==> src/logic/lmec_pkg.sv <==
package lmec_pkg;

   ////////////////////////////////////////////////////////////////////////////
   // Register indices; byte address is four times the index
   localparam logic [7:0] IDX_LENGTH_CTRL = 8'h10;
   localparam logic [7:0] IDX_ACT_CODE = 8'h11;
   localparam logic [7:0] IDX_DEACT_CODE = 8'h12;
   localparam logic [7:0] IDX_ERR_CTRL = 8'h13;
   localparam logic [7:0] IDX_INT_MASK = 8'h14;
   localparam logic [7:0] IDX_EDGE_SEL = 8'h16;
   localparam logic [7:0] IDX_LIVE_STATUS = 8'h17;
   localparam logic [7:0] IDX_INT_STATUS = 8'h18;
   localparam logic [7:0] IDX_COUNT_LOW = 8'h19;
   localparam logic [7:0] IDX_COUNT_HIGH = 8'h1a;

   ////////////////////////////////////////////////////////////////////////////
   // Reset values
   localparam logic [7:0] RST_ACT_CODE = 8'h01;
   localparam logic [7:0] RST_DEACT_CODE = 8'h09;
   localparam logic [3:0] RST_LENGTH_CTRL = 4'h1;
   localparam logic [7:0] RST_INT_MASK = 8'hff;
   localparam logic [7:0] RST_EDGE_SEL = 8'h00;
   localparam logic [7:0] RST_ERR_CTRL = 8'h00;

   ////////////////////////////////////////////////////////////////////////////
   // Field positions
   localparam int ACT_LEN_LSB = 2;
   localparam int DEACT_LEN_LSB = 0;
   localparam int VIOL_INS_BIT = 6;
   localparam int PAT_PATTERN_ERROR_INSERT_BIT = 5;
   localparam int EXZ_RULE_BIT = 4;
   localparam int ERR_SEL_LSB = 2;
   localparam int REPORT_MODE_BIT = 1;
   localparam int XFER_BIT = 0;
   localparam logic [7:0] ERR_CTRL_RW_MASK = 8'h7f;

   ////////////////////////////////////////////////////////////////////////////
   // Error type select codes
   localparam logic [1:0] SEL_PATTERN = 2'h0;
   localparam logic [1:0] SEL_EXCESS_ZERO = 2'h1;
   localparam logic [1:0] SEL_CODE_VIOL = 2'h2;
   localparam logic [1:0] SEL_BOTH = 2'h3;

   localparam logic [1:0] AXI_OKAY = 2'h0;
   localparam logic [1:0] AXI_SLVERR = 2'h2;

   ////////////////////////////////////////////////////////////////////////////
   // Carriers
   typedef struct packed {
      logic pattern_err;
      logic excess_zero;
      logic code_viol;
   } lmec_err_evt_t;

   typedef struct packed {
      logic [7:0] rx_activate_pattern;
      logic [1:0] rx_activate_length;
      logic [7:0] rx_deactivate_pattern;
      logic [1:0] rx_deactivate_length;
      logic excess_zero_rule_select;
   } lmec_rx_cfg_t;

   typedef struct packed {
      logic violation_insert;
      logic pattern_error_insert;
   } lmec_ins_t;

endpackage

==> src/logic/lmec_regs.sv <==
`timescale 1ns/1ps

// Operation
// - A writable 8-bit activate code, of which the low 5 to 8 bits are the searched pattern, resets to 00001.
// - A writable 8-bit deactivate code, of which the low 5 to 8 bits are the searched pattern, resets to 001001.
// - Two-bit length fields choose 5, 6, 7 or 8 bits; activate defaults to 5 and deactivate to 6.
// - A 0-to-1 write of the violation-insert bit inserts exactly one bipolar violation; re-arm by clearing it.
// - A 0-to-1 write of the pattern-error-insert bit corrupts exactly one pattern bit; re-arm by clearing it.
// - The excess-zero rule select bit picks ANSI when 0 and FCC when 1.
// - The error-type select routes pattern, excess-zero, code-violation or both of the latter to the counter.
// - The report mode bit picks manual reporting at 0 and automatic at 1, and resets to 0.
// - A transfer copies the error count into the two result registers and restarts the counter from that cycle's events.
// - Each mask bit enables its interrupt at 0, blocks it at 1, resets to 1; bit 7 masks equalizer range.
// - Mask bit 6 gates activate-code detection and bit 5 gates deactivate-code detection.
// - Mask bit 4 gates pattern sync and bit 3 gates transmit clock loss.
// - Mask bit 2 gates line driver failure.
// - Mask bit 1 gates alarm indication signal and bit 0 gates loss of signal.
// - A status event is a 0-to-1 change of its live bit, or either change where edge select is set.
module lmec_regs
   import lmec_pkg::*;
#(
   parameter int ADDR_W = 12,
   parameter int CNT_W = 16
) (
   input wire logic clk,
   input wire logic sys_rst,
   input wire logic ce,
   input wire logic [ADDR_W-1:0] s_axi_awaddr,
   input wire logic s_axi_awvalid,
   output logic s_axi_awready,
   input wire logic [31:0] s_axi_wdata,
   input wire logic [3:0] s_axi_wstrb,
   input wire logic s_axi_wvalid,
   output logic s_axi_wready,
   output logic [1:0] s_axi_bresp,
   output logic s_axi_bvalid,
   input wire logic s_axi_bready,
   input wire logic [ADDR_W-1:0] s_axi_araddr,
   input wire logic s_axi_arvalid,
   output logic s_axi_arready,
   output logic [31:0] s_axi_rdata,
   output logic [1:0] s_axi_rresp,
   output logic s_axi_rvalid,
   input wire logic s_axi_rready,
   input wire logic [7:0] live_status,
   input wire lmec_err_evt_t err_evt,
   input wire logic report_tick,
   output lmec_rx_cfg_t rx_cfg,
   output lmec_ins_t tx_insert,
   output logic irq
);

   ////////////////////////////////////////////////////////////////////////////
   // Decode helpers
   function automatic logic idx_ok(input logic [ADDR_W-1:0] a);
      logic [7:0] i;
      i = 8'(a >> 2);
      idx_ok = (a[1:0] == 2'h0) && (32'(a) < 32'h400) &&
               ((i >= IDX_LENGTH_CTRL && i <= IDX_INT_MASK) || (i >= IDX_EDGE_SEL && i <= IDX_COUNT_HIGH));
   endfunction

   function automatic logic [7:0] idx_of(input logic [ADDR_W-1:0] a);
      idx_of = 8'(a >> 2);
   endfunction

   ////////////////////////////////////////////////////////////////////////////
   // Storage
   logic [7:0] act_code_reg;
   logic [7:0] deact_code_reg;
   logic [3:0] length_reg;
   logic [7:0] err_ctrl_reg;
   logic [7:0] mask_reg;
   logic [7:0] edge_sel_reg;
   logic [7:0] int_status_reg;
   logic [CNT_W-1:0] count_reg;
   logic [CNT_W-1:0] result_reg;
   logic [7:0] sync1_reg;
   logic [7:0] sync2_reg;
   logic [7:0] live_prev_reg;

   logic [ADDR_W-1:0] awaddr_reg;
   logic aw_held_reg;
   logic [31:0] wdata_reg;
   logic [3:0] wstrb_reg;
   logic w_held_reg;

   logic wr_fire;
   logic wr_ok;
   logic [7:0] wr_idx;
   logic [7:0] wr_byte;
   logic xfer;
   logic [1:0] evt_sum;
   logic [7:0] status_evt;
   logic [CNT_W:0] count_sum;
   logic [7:0] rd_byte;

   ////////////////////////////////////////////////////////////////////////////
   // Write channel capture; address and data taken in either order
   always_ff @(posedge clk) begin
      if (sys_rst) begin
         aw_held_reg <= 1'b0;
         awaddr_reg <= '0;
         s_axi_awready <= 1'b0;
      end else if (ce) begin
         if (wr_fire) begin
            aw_held_reg <= 1'b0;
            s_axi_awready <= 1'b0;
         end else if (s_axi_awvalid && s_axi_awready) begin
            aw_held_reg <= 1'b1;
            awaddr_reg <= s_axi_awaddr;
            s_axi_awready <= 1'b0;
         end else begin
            s_axi_awready <= !aw_held_reg && !s_axi_bvalid;
         end
      end
   end

   always_ff @(posedge clk) begin
      if (sys_rst) begin
         w_held_reg <= 1'b0;
         wdata_reg <= '0;
         wstrb_reg <= '0;
         s_axi_wready <= 1'b0;
      end else if (ce) begin
         if (wr_fire) begin
            w_held_reg <= 1'b0;
            s_axi_wready <= 1'b0;
         end else if (s_axi_wvalid && s_axi_wready) begin
            w_held_reg <= 1'b1;
            wdata_reg <= s_axi_wdata;
            wstrb_reg <= s_axi_wstrb;
            s_axi_wready <= 1'b0;
         end else begin
            s_axi_wready <= !w_held_reg && !s_axi_bvalid;
         end
      end
   end

   // Registers are one byte wide, so only lane 0 carries a write
   assign wr_fire = aw_held_reg && w_held_reg && !s_axi_bvalid;
   assign wr_ok = wr_fire && idx_ok(awaddr_reg) && wstrb_reg[0];
   assign wr_idx = idx_of(awaddr_reg);
   assign wr_byte = wdata_reg[7:0];

   always_ff @(posedge clk) begin
      if (sys_rst) begin
         s_axi_bvalid <= 1'b0;
         s_axi_bresp <= AXI_OKAY;
      end else if (ce) begin
         if (wr_fire) begin
            s_axi_bvalid <= 1'b1;
            s_axi_bresp <= idx_ok(awaddr_reg) ? AXI_OKAY : AXI_SLVERR;
         end else if (s_axi_bready) begin
            s_axi_bvalid <= 1'b0;
         end
      end
   end

   ////////////////////////////////////////////////////////////////////////////
   // Code and length storage
   // One process per register keeps each reset value beside its write
   always_ff @(posedge clk) begin
      if (sys_rst) begin
         act_code_reg <= RST_ACT_CODE;
      end else if (ce && wr_ok && wr_idx == IDX_ACT_CODE) begin
         act_code_reg <= wr_byte;
      end
   end

   always_ff @(posedge clk) begin
      if (sys_rst) begin
         deact_code_reg <= RST_DEACT_CODE;
      end else if (ce && wr_ok && wr_idx == IDX_DEACT_CODE) begin
         deact_code_reg <= wr_byte;
      end
   end

   always_ff @(posedge clk) begin
      if (sys_rst) begin
         length_reg <= RST_LENGTH_CTRL;
      end else if (ce && wr_ok && wr_idx == IDX_LENGTH_CTRL) begin
         length_reg <= wr_byte[3:0];
      end
   end

   // Masks reset closed so nothing interrupts before software opens them
   always_ff @(posedge clk) begin
      if (sys_rst) begin
         mask_reg <= RST_INT_MASK;
      end else if (ce && wr_ok && wr_idx == IDX_INT_MASK) begin
         mask_reg <= wr_byte;
      end
   end

   always_ff @(posedge clk) begin
      if (sys_rst) begin
         edge_sel_reg <= RST_EDGE_SEL;
      end else if (ce && wr_ok && wr_idx == IDX_EDGE_SEL) begin
         edge_sel_reg <= wr_byte;
      end
   end

   always_ff @(posedge clk) begin
      if (sys_rst) begin
         rx_cfg <= '0;
      end else if (ce) begin
         rx_cfg.rx_activate_pattern <= act_code_reg;
         rx_cfg.rx_deactivate_pattern <= deact_code_reg;
         rx_cfg.rx_activate_length <= length_reg[ACT_LEN_LSB +: 2];
         rx_cfg.rx_deactivate_length <= length_reg[DEACT_LEN_LSB +: 2];
         rx_cfg.excess_zero_rule_select <= err_ctrl_reg[EXZ_RULE_BIT];
      end
   end

   ////////////////////////////////////////////////////////////////////////////
   // Error control; 0-to-1 writes fire one-shot actions
   always_ff @(posedge clk) begin
      if (sys_rst) begin
         err_ctrl_reg <= RST_ERR_CTRL;
      end else if (ce && wr_ok && wr_idx == IDX_ERR_CTRL) begin
         err_ctrl_reg <= wr_byte & ERR_CTRL_RW_MASK;
      end
   end

   // Held bit gives only one pulse; software must clear and set again
   always_ff @(posedge clk) begin
      if (sys_rst) begin
         tx_insert <= '0;
      end else if (ce) begin
         tx_insert.violation_insert <= wr_ok && wr_idx == IDX_ERR_CTRL &&
            wr_byte[VIOL_INS_BIT] && !err_ctrl_reg[VIOL_INS_BIT];
         tx_insert.pattern_error_insert <= wr_ok && wr_idx == IDX_ERR_CTRL &&
            wr_byte[PAT_PATTERN_ERROR_INSERT_BIT] && !err_ctrl_reg[PAT_PATTERN_ERROR_INSERT_BIT];
      end
   end

   ////////////////////////////////////////////////////////////////////////////
   // Error counter
   // Manual mode transfers on a rising write; auto mode on the report tick
   assign xfer = err_ctrl_reg[REPORT_MODE_BIT] ? report_tick
      : (wr_ok && wr_idx == IDX_ERR_CTRL && wr_byte[XFER_BIT] && !err_ctrl_reg[XFER_BIT]);

   always_comb begin
      evt_sum = 2'h0;
      unique case (err_ctrl_reg[ERR_SEL_LSB +: 2])
         SEL_PATTERN: evt_sum = {1'b0, err_evt.pattern_err};
         SEL_EXCESS_ZERO: evt_sum = {1'b0, err_evt.excess_zero};
         SEL_CODE_VIOL: evt_sum = {1'b0, err_evt.code_viol};
         SEL_BOTH: evt_sum = 2'({1'b0, err_evt.code_viol} + {1'b0, err_evt.excess_zero});
      endcase
   end

   // Saturates rather than wrapping so a long interval never reads small
   always_comb begin
      count_sum = {1'b0, count_reg} + (CNT_W+1)'(evt_sum);
   end

   // Result moves only on a transfer, so software reads a settled count
   always_ff @(posedge clk) begin
      if (sys_rst) begin
         result_reg <= '0;
      end else if (ce && xfer) begin
         result_reg <= count_reg;
      end
   end

   // A transfer cycle's own events start the next interval
   always_ff @(posedge clk) begin
      if (sys_rst) begin
         count_reg <= '0;
      end else if (ce) begin
         if (xfer) begin
            count_reg <= CNT_W'(evt_sum);
         end else if (count_sum[CNT_W]) begin
            count_reg <= '1;
         end else begin
            count_reg <= count_sum[CNT_W-1:0];
         end
      end
   end

   ////////////////////////////////////////////////////////////////////////////
   // Live status sync and event detection
   // Two flops before anything reads the pins
   always_ff @(posedge clk) begin
      if (sys_rst) begin
         sync1_reg <= '0;
         sync2_reg <= '0;
      end else if (ce) begin
         sync1_reg <= live_status;
         sync2_reg <= sync1_reg;
      end
   end

   // Resets low like the idle pins, so release gives no false edge
   always_ff @(posedge clk) begin
      if (sys_rst) begin
         live_prev_reg <= '0;
      end else if (ce) begin
         live_prev_reg <= sync2_reg;
      end
   end

   assign status_evt = (sync2_reg & ~live_prev_reg) | (edge_sel_reg & ~sync2_reg & live_prev_reg);

   // New event wins over a same-cycle write-one-to-clear
   always_ff @(posedge clk) begin
      if (sys_rst) begin
         int_status_reg <= '0;
      end else if (ce) begin
         if (wr_ok && wr_idx == IDX_INT_STATUS) begin
            int_status_reg <= (int_status_reg & ~wr_byte) | status_evt;
         end else begin
            int_status_reg <= int_status_reg | status_evt;
         end
      end
   end

   // Bit order: 7 equalizer, 6 activate, 5 deactivate, 4 sync, 3 clock loss, 2 driver, 1 alarm, 0 signal loss
   always_ff @(posedge clk) begin
      if (sys_rst) begin
         irq <= 1'b0;
      end else if (ce) begin
         irq <= |(int_status_reg & ~mask_reg);
      end
   end

   ////////////////////////////////////////////////////////////////////////////
   // Read channel
   // Read byte mux; the length field sits in the low nibble
   always_comb begin
      rd_byte = 8'h00;
      unique case (idx_of(s_axi_araddr))
         IDX_LENGTH_CTRL: rd_byte = {4'h0, length_reg};
         IDX_ACT_CODE: rd_byte = act_code_reg;
         IDX_DEACT_CODE: rd_byte = deact_code_reg;
         IDX_ERR_CTRL: rd_byte = err_ctrl_reg;
         IDX_INT_MASK: rd_byte = mask_reg;
         IDX_EDGE_SEL: rd_byte = edge_sel_reg;
         IDX_LIVE_STATUS: rd_byte = sync2_reg;
         IDX_INT_STATUS: rd_byte = int_status_reg;
         IDX_COUNT_LOW: rd_byte = result_reg[7:0];
         IDX_COUNT_HIGH: rd_byte = result_reg[15:8];
         default: rd_byte = 8'h00;
      endcase
   end

   always_ff @(posedge clk) begin
      if (sys_rst) begin
         s_axi_arready <= 1'b0;
         s_axi_rvalid <= 1'b0;
         s_axi_rdata <= '0;
         s_axi_rresp <= AXI_OKAY;
      end else if (ce) begin
         if (s_axi_arvalid && s_axi_arready) begin
            s_axi_arready <= 1'b0;
            s_axi_rvalid <= 1'b1;
            s_axi_rresp <= idx_ok(s_axi_araddr) ? AXI_OKAY : AXI_SLVERR;
            s_axi_rdata <= idx_ok(s_axi_araddr) ? {24'h0, rd_byte} : 32'h0;
         end else if (s_axi_rvalid) begin
            if (s_axi_rready) begin
               s_axi_rvalid <= 1'b0;
            end
         end else begin
            s_axi_arready <= 1'b1;
         end
      end
   end

endmodule // lmec_regs

==> config.mk <==
export PLATFORM = sky130hd
export DESIGN_NAME = lmec_regs
export DESIGN_NICKNAME = d
export VERILOG_FILES = /design/src/logic/lmec_pkg.sv /design/src/logic/lmec_regs.sv
export SDC_FILE = /design/constraint.sdc
export NUM_CORES = 1
export LEC_CHECK = 0
export BUFFER_PORTS_ARGS = -buffer_cell sky130_fd_sc_hd__clkbuf_2
export CELL_PAD_IN_SITES_DETAIL_PLACEMENT = 0
export CELL_PAD_IN_SITES_GLOBAL_PLACEMENT = 1
export CORE_UTILIZATION = 45
export CTS_CLUSTER_SIZE = 24
export DETAILED_ROUTE_END_ITERATION = 12
export PLACE_DENSITY = 0.82
export SLEW_MARGIN = 20
export SYNTH_ARGS = -nofsm -noshare
export SYNTH_HDL_FRONTEND = slang
export SYNTH_SLANG_ARGS = --single-unit
==> constraint.sdc <==
create_clock -name clk -period 8.9 [get_ports clk]
set_input_delay 0.89 -clock clk [delete_from_list [all_inputs] [get_ports clk]]
set_output_delay 0.89 -clock clk [all_outputs]
set_load 0.01 [all_outputs]
==> flow_summary_export.csv <==
group,metric,value,unit
setup_path,crit_chain,"clkbuf_2 > ha_1 > mux4_2 > ha_1 > inv_1 > fa_1 > nand4b_2 > or4_1 > a41o_1 > a221oi_2",
power,fin_total_pwr,1600,uW
timing,slew_violations,0,
floorplanning,start_util,46.5,%
timing,setup-violations-final,0,
setup_path,critPathKind,"in2reg",
yosys,synth_warnings,0,
grt,grt_pass1_vias,5931,
grt,antenna_found_initial,0,
setup_path,crit_slowest_cell,"or4_1",
clocking,cts_root_buf,"clkbuf_16",
floorplanning,die_w,134,um
setup_path,cp_max_fo,10,
setup_path,r2r-end,"count_reg[5]",
setup_path,worstSetupEndpointType,"register",
timing,fmax,294,MHz
status,status,"completed",
placed_design,gp_congestion,0.861,
setup_path,rr_startpoint,"err_ctrl_reg[3]",
clocking,cts_tree,"yes",
placed_design,dp_hpwl,14.0,mm
clocking,cts_resized,0,
clocking,cts_buffer_depth,2,
final_layout,drive_above_1_share,17.8,%
timing,rsz0062_at_grt,"false",
routing,postRouteAntennaNets,0,
grt,grt_max_degree,64,
placed_design,dpl_worst_slack,5050,ps
yosys,yosys_most_used_dff,"dfxtp_1",
routing,totalWireLength,19.9,mm
setup_path,crit_path_frequent_cell,"ha_1",
timing,fin_ws,5500,ps
grt,grt_pass1_wl,31.9,mm
timing,fin_skew,11.3,ps
floorplanning,dieArea,0.0179,mm2
setup_path,reg2reg_depth,8,
power,powerDensity,182,mW/mm2
final_layout,fillers,1598,
yosys,synth_area,0.00780,mm2
hold_path,hold_depth,2,
setup_path,slowest_delay,780,ps
power,power_leakage,0.00358,uW
timing,period_minus_slack,3400,ps
placed_design,place.port_buffers,91,
yosys,ys_seq_area_share,43.4,%
grt,grt_usage,23.1,%
routing,vias_per_cell,5.51,
timing,finalCritPeriodShare,38.2,%
timing,tightest_slew,1020,ps
hold_path,hold_start,"s_axi_rdata[0]",
routing,initialDrtViolationCount,445,
hold_path,holdPathEnd,"s_axi_rdata[0]",
final_layout,synthToLayoutAreaGrowth,12.9,%
clocking,hold_buffers,0,
final_layout,multi_input_area,0.00399,mm2
yosys,async_reset_ff_share,0,%
clocking,cts_post_setup_buffers_inserted,0,
yosys,ys_ff_latch,169,
clocking,clock_latency,440,ps
final_layout,fin_nets,1003,
setup_path,critPathLaunchType,"input pin",
hold_path,hold_class,"reg2reg",
run,max-cap-violations,0,
final_layout,diodes,0,
yosys,synth-edff-count,0,
floorplanning,rows,47,
clocking,cts_sinks,169,
routing,wl_per_cell,17.3,um
final_layout,largest_reg_flops,21,
setup_path,reg2reg_slack,5740,ps
grt,gr-total-overflow,0,
setup_path,arrival,3750,ps
yosys,syn_avg_cell_area,9.02,um2
yosys,netlist_top_cells_count,"169 x dfxtp_1, 115 x nor2_1, 101 x mux2i_1",
clocking,cts_max_level,4,
routing,drc,0,
floorplanning,fp.coreArea,0.0168,mm2
yosys,post-synth-top-count-cell,"dfxtp_1",
setup_path,cp.required,9250,ps
yosys,synth_cells,865,
yosys,synthTopCellsByArea,"dfxtp_1 43%, mux2i_1 13%, nor2_1 5.5%, nand2_1 3.2%, a21oi_1 2.9%",
yosys,synth.top_cell.area_share,43.4,%
routing,first_pass_iters,5,
floorplanning,io_pins,145,
clocking,cts_inserted_buffers,17,
final_layout,seq_area,0.00338,mm2
floorplanning,fp.dieH,134,um
yosys,synth_cell_types,69,
clocking,clk_pin_slew,70,ps
timing,finalHoldViolations,0,
yosys,yosys.area.top_type,"dfxtp_1",
timing,relSlewSlack,31.0,%
timing,setup_tns,0,ps
power,ir_drop,0.000141,V
routing,vias,6350,
==> critical path: cells and delay by family <==
family,cells,cell delay (ps)
AND/OR/NAND/NOR,2,1100
multiplexers,1,240
AO/OA/AOI/OAI,2,520
adder cells (fa/ha/maj),3,840
buffers and inverters,2,140
==> layout make-up <==
| class | instances | area share, % |
|---|---|---|
| repair buffers | 97 | 5.74 |
| flip-flops and latches | 169 | 38.4 |
| clock inverters | 15 | 1.75 |
| inverters | 18 | 0.768 |
| clock buffers | 17 | 4.83 |
| multi-input cells | 616 | 45.3 |
| well taps | 220 | 3.13 |
==> per-stage QoR <==
step	hold slack [ps]	utilization [%]	cells	area, um2
3_3_place_gp	441	49.1	1120	8220
6_report	456	52.5	1152	8800
2_1_floorplan	434	-	890	7890
5_1_grt	479	52.5	1152	8800
3_5_place_dp	445	49.1	1120	8220
4_1_cts	462	52.5	1152	8800
==> power breakdown <==
part | switching, uW | internal, uW
logic | 58.4 | 34.7
clock network | 353 | 374
registers | 12.2 | 767
total | 423 | 1180
==> layout by cell type, fill, tap and decap left out, drive strengths merged, types with 6 or more instances in the layout <==
| cell type | count |
|---|---|
| o21ai | 34 |
| a31oi | 8 |
| nand3 | 28 |
| nor3 | 15 |
| nand4 | 16 |
| nand2 | 67 |
| mux2i | 101 |
| a21bo | 15 |
| dfxtp | 169 |
| nor4 | 7 |
| inv | 25 |
| a22oi | 21 |
| a21oi | 45 |
| clkinv | 6 |
| nand2b | 10 |
| clkbuf | 106 |
| mux2 | 6 |
| conb | 26 |
| nor2 | 116 |
| o22ai | 11 |
| buf | 8 |
| nand3b | 13 |
==> metal layers <==
layer  vias up  routed length (um)  global-route usage [%]
li1       3167                   -                       -
met1      3002                9590                    31.3
met2       158                9110                    36.4
met3        23                 885                    5.10
met4         0                 346                    7.51
met5         -                   0                       0
==> worst max-delay path by stage <==
stage                          start           end  slack (ps)  cells after the start
after floorplan           err_evt[0]  count_reg[5]        5460                     10
after global placement    err_evt[1]  count_reg[5]        5080                     10
after detailed placement  err_evt[0]  count_reg[5]        5050                     10
after CTS                 err_evt[0]  count_reg[5]        5500                     10
after global routing      err_evt[0]  count_reg[5]        5330                     10
final                     err_evt[0]  count_reg[5]        5500                     10
==> logic make-up (layout without fill, tap and decap cells) <==
family	Yosys count	after routing	share of synthesized area, %
muxes	109	109	14.4
buffers and inverters	105	147	6.66
AOI/OAI and AO/OA	175	175	15.4
other	1	26	0.0481
adders and majority gates	4	4	0.738
and+or+nand+nor	302	302	19.3
DFF	169	169	43.4
No activity file was read; power rests on OpenSTA's default activity.
